## src/gmp_map.svh

```systemverilog
/*
 Register offsets, field positions, reset values and timing counts of the
 gauge measurement and power control block. Assumes a 125 MHz core clock.
*/
`ifndef GMP_MAP_SVH
`define GMP_MAP_SVH

// Register byte offsets on the AXI4-Lite port
`define GMP_OFF_CTRL 8'h00
`define GMP_OFF_GAIN 8'h04
`define GMP_OFF_FGAIN 8'h08
`define GMP_OFF_VOLT 8'h0c
`define GMP_OFF_TEMP 8'h10
`define GMP_OFF_CURR 8'h14
`define GMP_OFF_AVG 8'h18
`define GMP_OFF_STAT 8'h1c

// Control and status field positions
`define GMP_CTRL_IDLE 0
`define GMP_CTRL_UV 1
`define GMP_STAT_SLEEP 0
`define GMP_STAT_UV 1
`define GMP_STAT_HIGH 2
`define GMP_STAT_INHIB 3
`define GMP_STAT_OFFS 4

// Reset values; gain 400h is unity
`define GMP_GAIN_RESET 11'h400
`define GMP_CTRL_RESET 2'h0

// Measurement scaling
`define GMP_UV_THR 16'sd502
`define GMP_VOLT_MAX 16'sh03ff
`define GMP_VOLT_MIN 16'shfc00
`define GMP_SAMPLE_SHIFT 16
`define GMP_GAIN_SHIFT 10
`define GMP_OFFS_IDX 10'h3ff
`define GMP_RESP_OK 2'h0
`define GMP_RESP_ERR 2'h2

// Times in their own unit and derived cycle counts
`define GMP_CLK_KHZ 125000
`define GMP_SLEEP_MS 2000
`define GMP_MEAS_MS 440
`define GMP_CONV_MS 3515
`define GMP_SLEEP_CYC (`GMP_SLEEP_MS * `GMP_CLK_KHZ)
`define GMP_MEAS_CYC (`GMP_MEAS_MS * `GMP_CLK_KHZ)
`define GMP_CONV_CYC (`GMP_CONV_MS * `GMP_CLK_KHZ)

`endif

```

## src/gmp_pkg.sv

```systemverilog
/*
 Types of the gauge measurement and power control block.
 Assumes gmp_map.svh for all numeric constants.
*/
package gmp_pkg;

   typedef enum logic [1:0] {GMP_ACTIVE, GMP_IDLE_SLEEP, GMP_UV_SLEEP} gmp_mode_t;

   // Whole state of the block, registered as one word
   typedef struct packed {
      gmp_mode_t mode;
      logic awake;
      logic ent_high;
      logic prev_line;
      logic inhibit;
      logic [28:0] slp_cnt;
      logic [28:0] meas_cnt;
      logic [28:0] conv_cnt;
      logic signed [47:0] sum;
      logic signed [47:0] offs;
      logic [9:0] conv_idx;
      logic offsel;
      logic [2:0] avg_idx;
      logic [7:0][15:0] hist;
      logic [15:0] curr;
      logic [15:0] avg;
      logic [15:0] volt;
      logic [15:0] temp;
      logic [15:0] chg;
      logic chg_stb;
      logic [1:0] ctrl;
      logic [10:0] gain;
      logic awg;
      logic wg;
      logic [7:0] waddr;
      logic [31:0] wdata;
      logic [3:0] wstrb;
      logic awready;
      logic wready;
      logic bvalid;
      logic [1:0] bresp;
      logic arready;
      logic rvalid;
      logic [1:0] rresp;
      logic [31:0] rdata;
   } gmp_state_t;

endpackage : gmp_pkg

```

## src/gmp_measure_power.sv

```systemverilog
/*
 Measurement sequencing and power-mode control of a battery gauge, with an
 AXI4-Lite register slave. Assumes all inputs synchronous to CLK, a converter
 front end giving one SENSE_SAMPLE per SENSE_VALID pulse (about 18.6 kHz), and
 a bus protocol engine that reads PRESENCE_INHIBIT.

*/
`timescale 1ns/1ps
`include "gmp_map.svh"

module gmp_measure_power #(
   parameter int SLEEP_CYC = `GMP_SLEEP_CYC,
   parameter int MEAS_CYC = `GMP_MEAS_CYC,
   parameter int CONV_CYC = `GMP_CONV_CYC,
   parameter logic [10:0] FACTORY_GAIN = `GMP_GAIN_RESET
) (
   input wire logic CLK,
   input wire logic RESETN,
   input wire logic [7:0] AWADDR,
   input wire logic AWVALID,
   output logic AWREADY,
   input wire logic [31:0] WDATA,
   input wire logic [3:0] WSTRB,
   input wire logic WVALID,
   output logic WREADY,
   output logic [1:0] BRESP,
   output logic BVALID,
   input wire logic BREADY,
   input wire logic [7:0] ARADDR,
   input wire logic ARVALID,
   output logic ARREADY,
   output logic [31:0] RDATA,
   output logic [1:0] RRESP,
   output logic RVALID,
   input wire logic RREADY,
   input wire logic DQ_IN,
   input wire logic signed [15:0] CELL_VOLTAGE_INPUT,
   input wire logic signed [15:0] TEMP_SAMPLE,
   input wire logic signed [15:0] SENSE_SAMPLE,
   input wire logic SENSE_VALID,
   output logic ACTIVE,
   output logic OFFSET_SEL,
   output logic PRESENCE_INHIBIT,
   output logic [15:0] CHARGE_VAL,
   output logic CHARGE_STB
);

   gmp_pkg::gmp_state_t s;
   gmp_pkg::gmp_state_t next_s;
   logic reached;
   logic steady;
   logic meas_end;
   logic conv_end;
   logic signed [47:0] raw;
   logic signed [47:0] prod;
   logic signed [47:0] asum;

   // Saturate a wide signed value into the 16-bit result format
   function automatic logic [15:0] sat16(input logic signed [47:0] v);
      if (v > 48'sh7fff) begin
         return 16'h7fff;
      end
      if (v < -48'sh8000) begin
         return 16'h8000;
      end
      return v[15:0];
   endfunction : sat16

   // Whether a byte offset holds a register
   function automatic logic mapped(input logic [7:0] a);
      return (a[1:0] == 2'h0) && (a <= `GMP_OFF_STAT);
   endfunction : mapped

   // Read data for one offset; factory copy is a constant, never the live gain
   function automatic logic [31:0] rd_mux(input logic [7:0] a,
                                         input gmp_pkg::gmp_state_t st);
      logic [31:0] d;
      d = 32'h0;
      case (a)
         `GMP_OFF_CTRL: d[1:0] = st.ctrl;
         `GMP_OFF_GAIN: d[10:0] = st.gain;
         `GMP_OFF_FGAIN: d[10:0] = FACTORY_GAIN;
         `GMP_OFF_VOLT: d = {{16{st.volt[15]}}, st.volt};
         `GMP_OFF_TEMP: d = {{16{st.temp[15]}}, st.temp};
         `GMP_OFF_CURR: d = {{16{st.curr[15]}}, st.curr};
         `GMP_OFF_AVG: d = {{16{st.avg[15]}}, st.avg};
         `GMP_OFF_STAT: begin
            d[`GMP_STAT_SLEEP] = !st.awake;
            d[`GMP_STAT_UV] = (st.mode == gmp_pkg::GMP_UV_SLEEP);
            d[`GMP_STAT_HIGH] = st.ent_high;
            d[`GMP_STAT_INHIB] = st.inhibit;
            d[`GMP_STAT_OFFS] = st.offsel;
         end
         default: d = 32'h0;
      endcase
      return d;
   endfunction : rd_mux

   // Next state of the whole block
   always_comb begin
      next_s = s;
      next_s.chg_stb = 1'b0;
      next_s.prev_line = DQ_IN;
      steady = (DQ_IN == s.prev_line);
      reached = (s.slp_cnt >= 29'(SLEEP_CYC - 1)) && steady;
      meas_end = (s.meas_cnt >= 29'(MEAS_CYC - 1));
      conv_end = (s.conv_cnt >= 29'(CONV_CYC - 1));
      // Offset is removed before gain so the trim scales the true signal
      raw = (s.sum >>> `GMP_SAMPLE_SHIFT) - s.offs;
      prod = raw * $signed({37'h0, s.gain});
      asum = 48'sh0;

      // Power mode sequencing
      case (s.mode)
         gmp_pkg::GMP_ACTIVE: begin
            if (!steady) begin
               next_s.slp_cnt = 29'h0;
            end else if (!reached) begin
               next_s.slp_cnt = s.slp_cnt + 29'h1;
            end
            // Falling edge starts a reset pulse; presence may answer it
            if (!DQ_IN && s.prev_line) begin
               next_s.inhibit = 1'b0;
            end
            if (s.ctrl[`GMP_CTRL_IDLE] && !DQ_IN && reached) begin
               next_s.mode = gmp_pkg::GMP_IDLE_SLEEP;
            end else if (s.ctrl[`GMP_CTRL_UV] && reached
                         && ($signed(s.volt) < `GMP_UV_THR)) begin
               next_s.mode = gmp_pkg::GMP_UV_SLEEP;
               next_s.ent_high = DQ_IN;
            end
         end
         gmp_pkg::GMP_IDLE_SLEEP: begin
            if (DQ_IN) begin
               next_s.mode = gmp_pkg::GMP_ACTIVE;
               next_s.slp_cnt = 29'h0;
               next_s.inhibit = 1'b1;
            end
         end
         gmp_pkg::GMP_UV_SLEEP: begin
            // Only a line edge wakes; the enable bits do not
            if (!steady) begin
               next_s.mode = gmp_pkg::GMP_ACTIVE;
               next_s.slp_cnt = 29'h0;
               next_s.inhibit = !s.ent_high;
            end
         end
         default: begin
            next_s.mode = gmp_pkg::GMP_ACTIVE;
         end
      endcase
      next_s.awake = (next_s.mode == gmp_pkg::GMP_ACTIVE);

      // Measurement runs in active mode only; all results hold in sleep
      if (s.mode == gmp_pkg::GMP_ACTIVE) begin
         if (meas_end) begin
            next_s.meas_cnt = 29'h0;
            if (CELL_VOLTAGE_INPUT > `GMP_VOLT_MAX) begin
               next_s.volt = `GMP_VOLT_MAX;
            end else if (CELL_VOLTAGE_INPUT < `GMP_VOLT_MIN) begin
               next_s.volt = `GMP_VOLT_MIN;
            end else begin
               next_s.volt = CELL_VOLTAGE_INPUT;
            end
            next_s.temp = TEMP_SAMPLE;
         end else begin
            next_s.meas_cnt = s.meas_cnt + 29'h1;
         end
         if (SENSE_VALID) begin
            next_s.sum = s.sum + {{32{SENSE_SAMPLE[15]}}, SENSE_SAMPLE};
         end
         if (conv_end) begin
            // A sample in the closing cycle is dropped; one in 65k
            next_s.conv_cnt = 29'h0;
            next_s.sum = 48'sh0;
            next_s.conv_idx = s.conv_idx + 10'h1;
            if (s.offsel) begin
               next_s.offs = s.sum >>> `GMP_SAMPLE_SHIFT;
               next_s.chg = s.curr;
            end else begin
               next_s.curr = sat16(prod >>> `GMP_GAIN_SHIFT);
               next_s.chg = next_s.curr;
            end
            next_s.chg_stb = 1'b1;
            next_s.hist[s.avg_idx] = next_s.curr;
            next_s.avg_idx = s.avg_idx + 3'h1;
            for (int i = 0; i < 8; i++) begin
               asum = asum + {{32{next_s.hist[i][15]}}, next_s.hist[i]};
            end
            if (s.avg_idx == 3'h7) begin
               next_s.avg = sat16(asum >>> 3);
            end
         end else begin
            next_s.conv_cnt = s.conv_cnt + 29'h1;
         end
      end
      next_s.offsel = (next_s.conv_idx == `GMP_OFFS_IDX);

      // AXI4-Lite write: address and data taken in either order
      if (s.awready && AWVALID) begin
         next_s.awg = 1'b1;
         next_s.waddr = AWADDR;
      end
      if (s.wready && WVALID) begin
         next_s.wg = 1'b1;
         next_s.wdata = WDATA;
         next_s.wstrb = WSTRB;
      end
      if (s.bvalid && BREADY) begin
         next_s.bvalid = 1'b0;
      end
      if (next_s.awg && next_s.wg && !next_s.bvalid) begin
         next_s.awg = 1'b0;
         next_s.wg = 1'b0;
         next_s.bvalid = 1'b1;
         next_s.bresp = mapped(next_s.waddr) ? `GMP_RESP_OK : `GMP_RESP_ERR;
         if (next_s.waddr == `GMP_OFF_CTRL && next_s.wstrb[0]) begin
            next_s.ctrl = next_s.wdata[1:0];
         end
         if (next_s.waddr == `GMP_OFF_GAIN) begin
            if (next_s.wstrb[0]) begin
               next_s.gain[7:0] = next_s.wdata[7:0];
            end
            if (next_s.wstrb[1]) begin
               next_s.gain[10:8] = next_s.wdata[10:8];
            end
         end
      end

      // AXI4-Lite read: one cycle from address to data
      if (s.rvalid && RREADY) begin
         next_s.rvalid = 1'b0;
      end
      if (s.arready && ARVALID) begin
         next_s.rvalid = 1'b1;
         next_s.rdata = rd_mux(ARADDR, s);
         next_s.rresp = mapped(ARADDR) ? `GMP_RESP_OK : `GMP_RESP_ERR;
      end

      // Readies drop while a transfer is held, so only one is in flight
      next_s.awready = !next_s.awg && !next_s.bvalid;
      next_s.wready = !next_s.wg && !next_s.bvalid;
      next_s.arready = !next_s.rvalid;
   end

   // State register; reset lands in active mode with gain at factory value
   always_ff @(posedge CLK or negedge RESETN) begin
      if (!RESETN) begin
         s <= '0;
         s.awake <= 1'b1;
         s.gain <= FACTORY_GAIN;
         s.ctrl <= `GMP_CTRL_RESET;
      end else begin
         s <= next_s;
      end
   end

   // Outputs come straight from the state register
   assign AWREADY = s.awready;
   assign WREADY = s.wready;
   assign BVALID = s.bvalid;
   assign BRESP = s.bresp;
   assign ARREADY = s.arready;
   assign RVALID = s.rvalid;
   assign RDATA = s.rdata;
   assign RRESP = s.rresp;
   assign ACTIVE = s.awake;
   assign OFFSET_SEL = s.offsel;
   assign PRESENCE_INHIBIT = s.inhibit;
   assign CHARGE_VAL = s.chg;
   assign CHARGE_STB = s.chg_stb;
endmodule : gmp_measure_power

```

## config.mk

```make
export PLATFORM = sky130hd
export DESIGN_NAME = gmp_measure_power
export DESIGN_NICKNAME = d
export VERILOG_FILES = /design/src/gmp_pkg.sv /design/src/gmp_measure_power.sv
export VERILOG_INCLUDE_DIRS = /design/src /design/src/src
export SDC_FILE = /design/constraint.sdc
export NUM_CORES = 2
export LEC_CHECK = 0
export ABC_AREA = 1
export BUFFER_PORTS_ARGS = -buffer_cell sky130_fd_sc_hd__buf_2
export CORE_ASPECT_RATIO = 0.75
export CORE_MARGIN = 2
export CORE_UTILIZATION = 25
export DETAILED_ROUTE_END_ITERATION = 8
export SLEW_MARGIN = 15
export SYNTH_ARGS = -nofsm -noshare
export SYNTH_HDL_FRONTEND = slang
export SYNTH_SLANG_ARGS = --single-unit
```

## constraint.sdc

```tcl
create_clock -name CLK -period 15.2 [get_ports CLK]
set_input_delay 2.28 -clock CLK [delete_from_list [all_inputs] [get_ports CLK]]
set_output_delay 2.28 -clock CLK [all_outputs]
set_load 0.01 [all_outputs]
```

# [Word-level counts from Yosys, hierarchy flattened]
# Cells that the tools add are included.
[word_totals] regBits=475 out_inout_bits=61
[classes] mux=68 multipliers=1 n_eq_ne=17 add_sub_neg=14 n_bitwise=1 n_lt_le_gt_ge=14 n_reduce_logical=46
[op_table] op="2-to-1 mux 16 bit" count=14
[op_table] op="bitwise mux 128 bit" count=1
[op_table] op="2-to-1 mux 29 bit" count=4
[op_table] op="2-to-1 mux 106 bit" count=1
[op_table] op="2-to-1 mux 48 bit" count=2
[op_table] op="one-hot mux 30 bit (3 select lines)" count=1
[op_table] op="adder 29 x 1 -> 29 bit (second input constant)" count=3
[op_table] op="one-hot mux 21 bit (4 select lines)" count=1
[op_table] op="2-to-1 mux 30 bit" count=2
[op_table] op="adder 48 bit" count=1
[op_table] op="demux 16 bit (select 3 bit)" count=1
[op_table] op="multiplier 33 x 12 -> 45 bit" count=1
[op_table] op="one-hot mux 6 bit (6 select lines)" count=1
[op_table] op="greater-than comparator 35 x 16 -> 1 bit (second input constant)" count=1
[op_table] op="less-than comparator 35 x 16 -> 1 bit (second input constant)" count=1
[op_table] op="2-to-1 mux 35 bit" count=1
[op_table] op="subtractor 32 x 32 -> 33 bit" count=1
[op_table] op="equality test 8 x 5 -> 1 bit (second input constant)" count=4
[op_table] op=">= comparator 29 x 26 -> 1 bit (second input constant)" count=1
[op_table] op=">= comparator 29 x 28 -> 1 bit (second input constant)" count=1
[op_table] op=">= comparator 29 bit (second input constant)" count=1
[op_table] op="2-to-1 mux 1 bit" count=25
[op_table] op="adder 22 x 16 -> 23 bit" count=1
[op_table] op="adder 21 x 16 -> 22 bit" count=1
[op_table] op="other kinds (42)" count=90

# [Logic depth before layout (Yosys ltp)]
[logic_depth] word_depth=35 depth_mapped=72 ltp_nobuf=68

# [Least setup slack after synthesis]
# No wires, ideal clock.
[synth_timing] path_type="register to register" startpoint="register s[323] (netlist name)" endpoint="register s[151] (netlist name)" n_path_buf=3 stages_incl_launch_ff=61 period_less_slack_ns=12.110 slack_ns=3.090 t_required_ns=15.122 arrival_time_ns=12.032 cell_sequence="dfrtp_1 ha_1 fa_1 nand3b_1 nand2_1 a21oi_1 o21ai_0 a21oi_1 inv_1 a21oi_1 inv_1 nand4_1 nand2_1 nand2_1 nand2_1 nor2_1 fa_1 inv_1 [... 25 more ...] buf_6 a21boi_0 fa_1 fa_1 fa_1 inv_1 fa_1 fa_1 o21ai_0 a31oi_1 o21ai_0 nand2_1 a22oi_1 o21ai_0 nand2_1 clkbuf_1 nor2_1 a21oi_1"
[synth_via] elab_chain_len=29 word_cells_on_any_way=41 classes_between="add/sub: 8; mul: 1; order compare: 4; mux: 28"
[synth_lines] element="from (decl)" line="gmp_measure_power.sv:48" text="gmp_pkg::gmp_state_t s;"
[synth_lines] element="from (signal assigned)" line="gmp_measure_power.sv:254" text="s <= next_s;"
[synth_lines] element="subtractor 32 x 32 -> 33 bit *" line="gmp_measure_power.sv:109" text="raw = (s.sum >>> `GMP_SAMPLE_SHIFT) - s.offs;"
[synth_lines] element="multiplier 33 x 12 -> 45 bit *" line="gmp_measure_power.sv:110" text="prod = raw * $signed({37'h0, s.gain});"
[synth_lines] element="less-than comparator 35 x 16 -> 1 bit" line="gmp_measure_power.sv:63" text="if (v < -48'sh8000) begin"
[synth_lines] element="2-to-1 mux 1 bit (2 in a row)" line="gmp_measure_power.sv:63"
[synth_lines] element="2-to-1 mux 1 bit" line="gmp_measure_power.sv:177" text="if (s.offsel) begin"
[synth_lines] element="2-to-1 mux 1 bit" line="gmp_measure_power.sv:172" text="if (conv_end) begin"
[synth_lines] element="2-to-1 mux 1 bit" line="gmp_measure_power.sv:155" text="if (s.mode == gmp_pkg::GMP_ACTIVE) begin"
[synth_lines] element="2-to-1 mux 16 bit" line="gmp_measure_power.sv:66" text="return v[15:0];"
[synth_lines] element="[... 11 more ...]"
[synth_lines] element="adder 22 x 16 -> 23 bit *" line="gmp_measure_power.sv:188" text="asum = asum + {{32{next_s.hist[i][15]}}, next_s.hist[i]};"
[synth_lines] element="less-than comparator 20 x 16 -> 1 bit" line="gmp_measure_power.sv:63"
[synth_lines] element="2-to-1 mux 1 bit (2 in a row)" line="gmp_measure_power.sv:63"
[synth_lines] element="2-to-1 mux 1 bit" line="gmp_measure_power.sv:190" text="if (s.avg_idx == 3'h7) begin"
[synth_lines] element="2-to-1 mux 1 bit" line="gmp_measure_power.sv:172"
[synth_lines] element="2-to-1 mux 1 bit" line="gmp_measure_power.sv:155"
[synth_lines] element="2-to-1 mux 16 bit" line="gmp_measure_power.sv:66"
[synth_lines] element="2-to-1 mux 16 bit *" line="gmp_measure_power.sv:63"
# Mark *: on every way between the ends. The rest lies on a longest branch, timed or not. The select of a mux whose other input is x is not followed.
# A chain may end at the register's enable or synchronous reset.

# [Worst setup path in the final report]
[layout_timing] startpoint="register s[387] (netlist name)" endpoint="register s[157] (netlist name)"
# Same word-level chain as after synthesis.

==> results.toml <==
[outcome]
status = "complete, no violations"

[timing]
finClkSkew_ns = 0.0371
rsz0062_at_grt = "false"
fmax_mhz = 71.2
slew-limit-headroom_pct = 26.7
hold_viol = 0
fin_setup_tns_ns = 0
fin_crit_ns = 14.04
whs_ns = 0.468
maxSlewViolCount = 0
worst_pin_slew_ns = 1.09
setup_viol = 0
period_share_pct = 92.4

[yosys]
ys_async_sr_fraction_pct = 100
synth_top_family_by_area = "simple AND/OR/NAND/NOR gates"
syn_area_um2 = 43500
synth_seq_area_share_pct = 25.3
synth_area_leaders = "dfrtp_1 (25%), fa_1 (19%), nand2_1 (12%)"
synth_compound_area_share_pct = 10.8
ys.flop_type = "dfrtp_1"
yosysWarnings = 0
synth_edf_count = 0
yosysTopAreaCellShare_pct = 25.1
yosys.area.top_type = "dfrtp_1"
netlist_instances = 5752
synth-seq-cells = 439
synthSimpleGateAreaFrac_pct = 25.3
yosys.area_share.adder_pct = 24.9
avgSynthCellArea_um2 = 7.56
synth_xor_area_share_pct = 2.13
synth_mux_area_share_pct = 0.0489
yosysUniqueCellTypes = 72

[grt]
use_met2_pct = 21.3
grt_use_met1_pct = 20.6
grt_start_max_net_pins = 148
track_usage_pct = 14.1
grt_pass1_vias = 36500
gr-total-overflow = 0
antenna_found_initial = 4
grt-busiest-layer = "met2"
grt_pass1_wl_um = 203000
met3_usage_pct = 2.49

[power_and_ir_drop]
leakage_uw = 0.0243
ir_worst_vdd_mv = 0.254
power_uw = 8510
powerDensity_nw_per_um2 = 177

[clock_network]
numCtsBuffers = 55
cts_tree = "yes"
clkSinkCount = 439
clk_path_buf_depth = 3
clkTransAtPathRegs_ns = 0.06
htreeDepth = 2
insertion_delay_ns = 0.66
ctsRootBufferMaster = "clkbuf_16"
hold_buffers = 0

[detailed_routing]
ant_nets = 0
dr.pass1.iters = 7
wl_per_cell_um = 15.5
drt_iter0_drc = 3164
vias = 37200
route.detailed.vias_per_inst = 4.59
drc_errors = 0
routed_wl_um = 125000

[cells_and_area]
fill_cells = 18800
final_util_pct = 27.9
instances_no_fill = 8097
nNetsFinal = 6499
area_growth_pct = 10.8
multi_input_area_um2 = 27500
drive_above_1_share_pct = 9.61
ff_latch_area_um2 = 11000

[die]
core_area_um2 = 173000
die_w_um = 486
num_rows = 132
fp.dieH_um = 365
die_area_um2 = 177000
start_util_pct = 25.2
io_pins = 170

[min_path]
hold_path_class = "reg2reg"

[critical_path]
required_ns = 15.76
crit_type = "reg2reg"
slowest_stage = "fa_2"
crit_arrival_ns = 14.60
crit_fanout = 15
critPathLaunchType = "flip-flop"
max_stage_delay_ns = 0.70
end_kind = "flip-flop"
cp_common_cell = "nand2_1"

[placed_design]
placed_cells = 7994
gp_congestion = 0.944
io_buffers = 144
dp_hpwl_um = 97600

[run]
maxCapViolCount = 0
## critical path, delay by kind of cell (launching register included)
kind / cells / cell delay [ns]
compound gates: 12 / 2.89
fa+ha+maj: 13 / 6.54
simple gates: 25 / 3.43
buf+inv: 8 / 0.69
flops: 1 / 0.35
## power breakdown
group,internal [uW],leakage [uW],total [uW],switching (uW)
clock,810,0.000932,1360,555
sequential,1300,0.00577,1410,105
combinational,1720,0.0176,5740,4010
total,3840,0.0243,8510,4670
## layout make-up
| type | count | area share (%) |
|---|---|---|
| antenna | 1 | 0.00519 |
| multi-input combinational | 4065 | 57.1 |
| clock inverter | 19 | 0.413 |
| timing repair buffer | 192 | 2.29 |
| inverter | 1020 | 7.95 |
| clock buffer | 83 | 3.47 |
| sequential | 439 | 22.8 |
| tap | 2278 | 5.92 |
## repair_timing
item,4_1_cts,5_1_grt
endpoints found under the setup margin,0,15
setup buffers,0,0
resized for setup,0,9
## stage by stage
step,area (um2),setup slack (ns)
floorplan,43500,3.09
global placement,46300,0.973
detailed placement,46300,0.798
CTS,48200,0.749
global route,48200,0.0717
finish,48200,1.16
## path summary, 6_finish.rpt
kind,slack [ns],endpoint,from,depth (start not counted)
worst max-delay path,1.16,s[157],s[387],58
worst min-delay path,0.47,s[195],s[195],2
worst min register to register,0.47,s[195],s[195],2
min in group asynchronous,1.68,s[260],RESETN,1
worst max register to register,1.16,s[157],s[387],58
max in group asynchronous,11.22,s[324],RESETN,3
## layer usage
layer  vias to the layer above  part of all wire, %
met5                         -                0.019
met4                         4                  2.7
met3                       151                  6.8
met2                      1039                   42
met1                     18000                   48
li1                      17900                    -
## cell usage in the layout (no fill, tap or decap), types with 143 or more instances in the layout
| cell | n |
|---|---|
| nand2_1 | 1386 |
| inv_1 | 1007 |
| nor2_1 | 451 |
| dfrtp_1 | 437 |
| fa_1 | 413 |
| o21ai_0 | 300 |
| nand3_1 | 250 |
| a21oi_1 | 233 |
| ha_1 | 203 |
| or2_2 | 195 |
| buf_2 | 143 |
## cell families (layout without fill, tap and decap cells)
kind of cell             after synthesis  after routing
XOR/XNOR                             106            106
buffers and inverters               1249           1314
other                                  1              3
multiplexers                           2              2
AND/OR/NAND/NOR                     2533           2533
flip-flops                           439            439
AO/OA/AOI/OAI                        805            805
adder cells (fa/ha/maj)              617            617
## registers in the layout (all words and copies together) (netlist names)
register / count
ACTIVE: 1
ARREADY: 1
AWREADY: 1
BRESP: 1
BVALID: 1
CHARGE_STB: 1
OFFSET_SEL: 1
PRESENCE_INHIBIT: 1
RDATA: 16
RRESP: 1
RVALID: 1
WREADY: 1
s: 412
## Yosys cell counts (7+ instances only)
| cell type | number |
|---|---|
| ha_1 | 203 |
| o21ai_0 | 303 |
| xnor2_1 | 31 |
| nand2_1 | 1390 |
| fa_1 | 414 |
| a211oi_1 | 7 |
| o211ai_1 | 11 |
| a21o_1 | 16 |
| a31oi_1 | 32 |
| nor3b_1 | 8 |
| inv_1 | 1007 |
| and2_1 | 15 |
| nand4_1 | 54 |
| nand2_4 | 13 |
| a221oi_1 | 11 |
| a21boi_0 | 72 |
| clkbuf_1 | 138 |
| buf_2 | 12 |
| a21boi_1 | 21 |
| xor2_1 | 75 |
| buf_4 | 64 |
| nand3b_1 | 15 |
| o22ai_1 | 25 |
| buf_6 | 12 |
| nor3_1 | 72 |
| nor4_1 | 25 |
| nand3_1 | 250 |
| nand2_2 | 25 |
| a21oi_1 | 233 |
| dfrtp_1 | 437 |
| nor2_1 | 452 |
| o21bai_1 | 13 |
| or2_2 | 195 |
| o21a_1 | 16 |
Power figures use the tool's default switching activity.
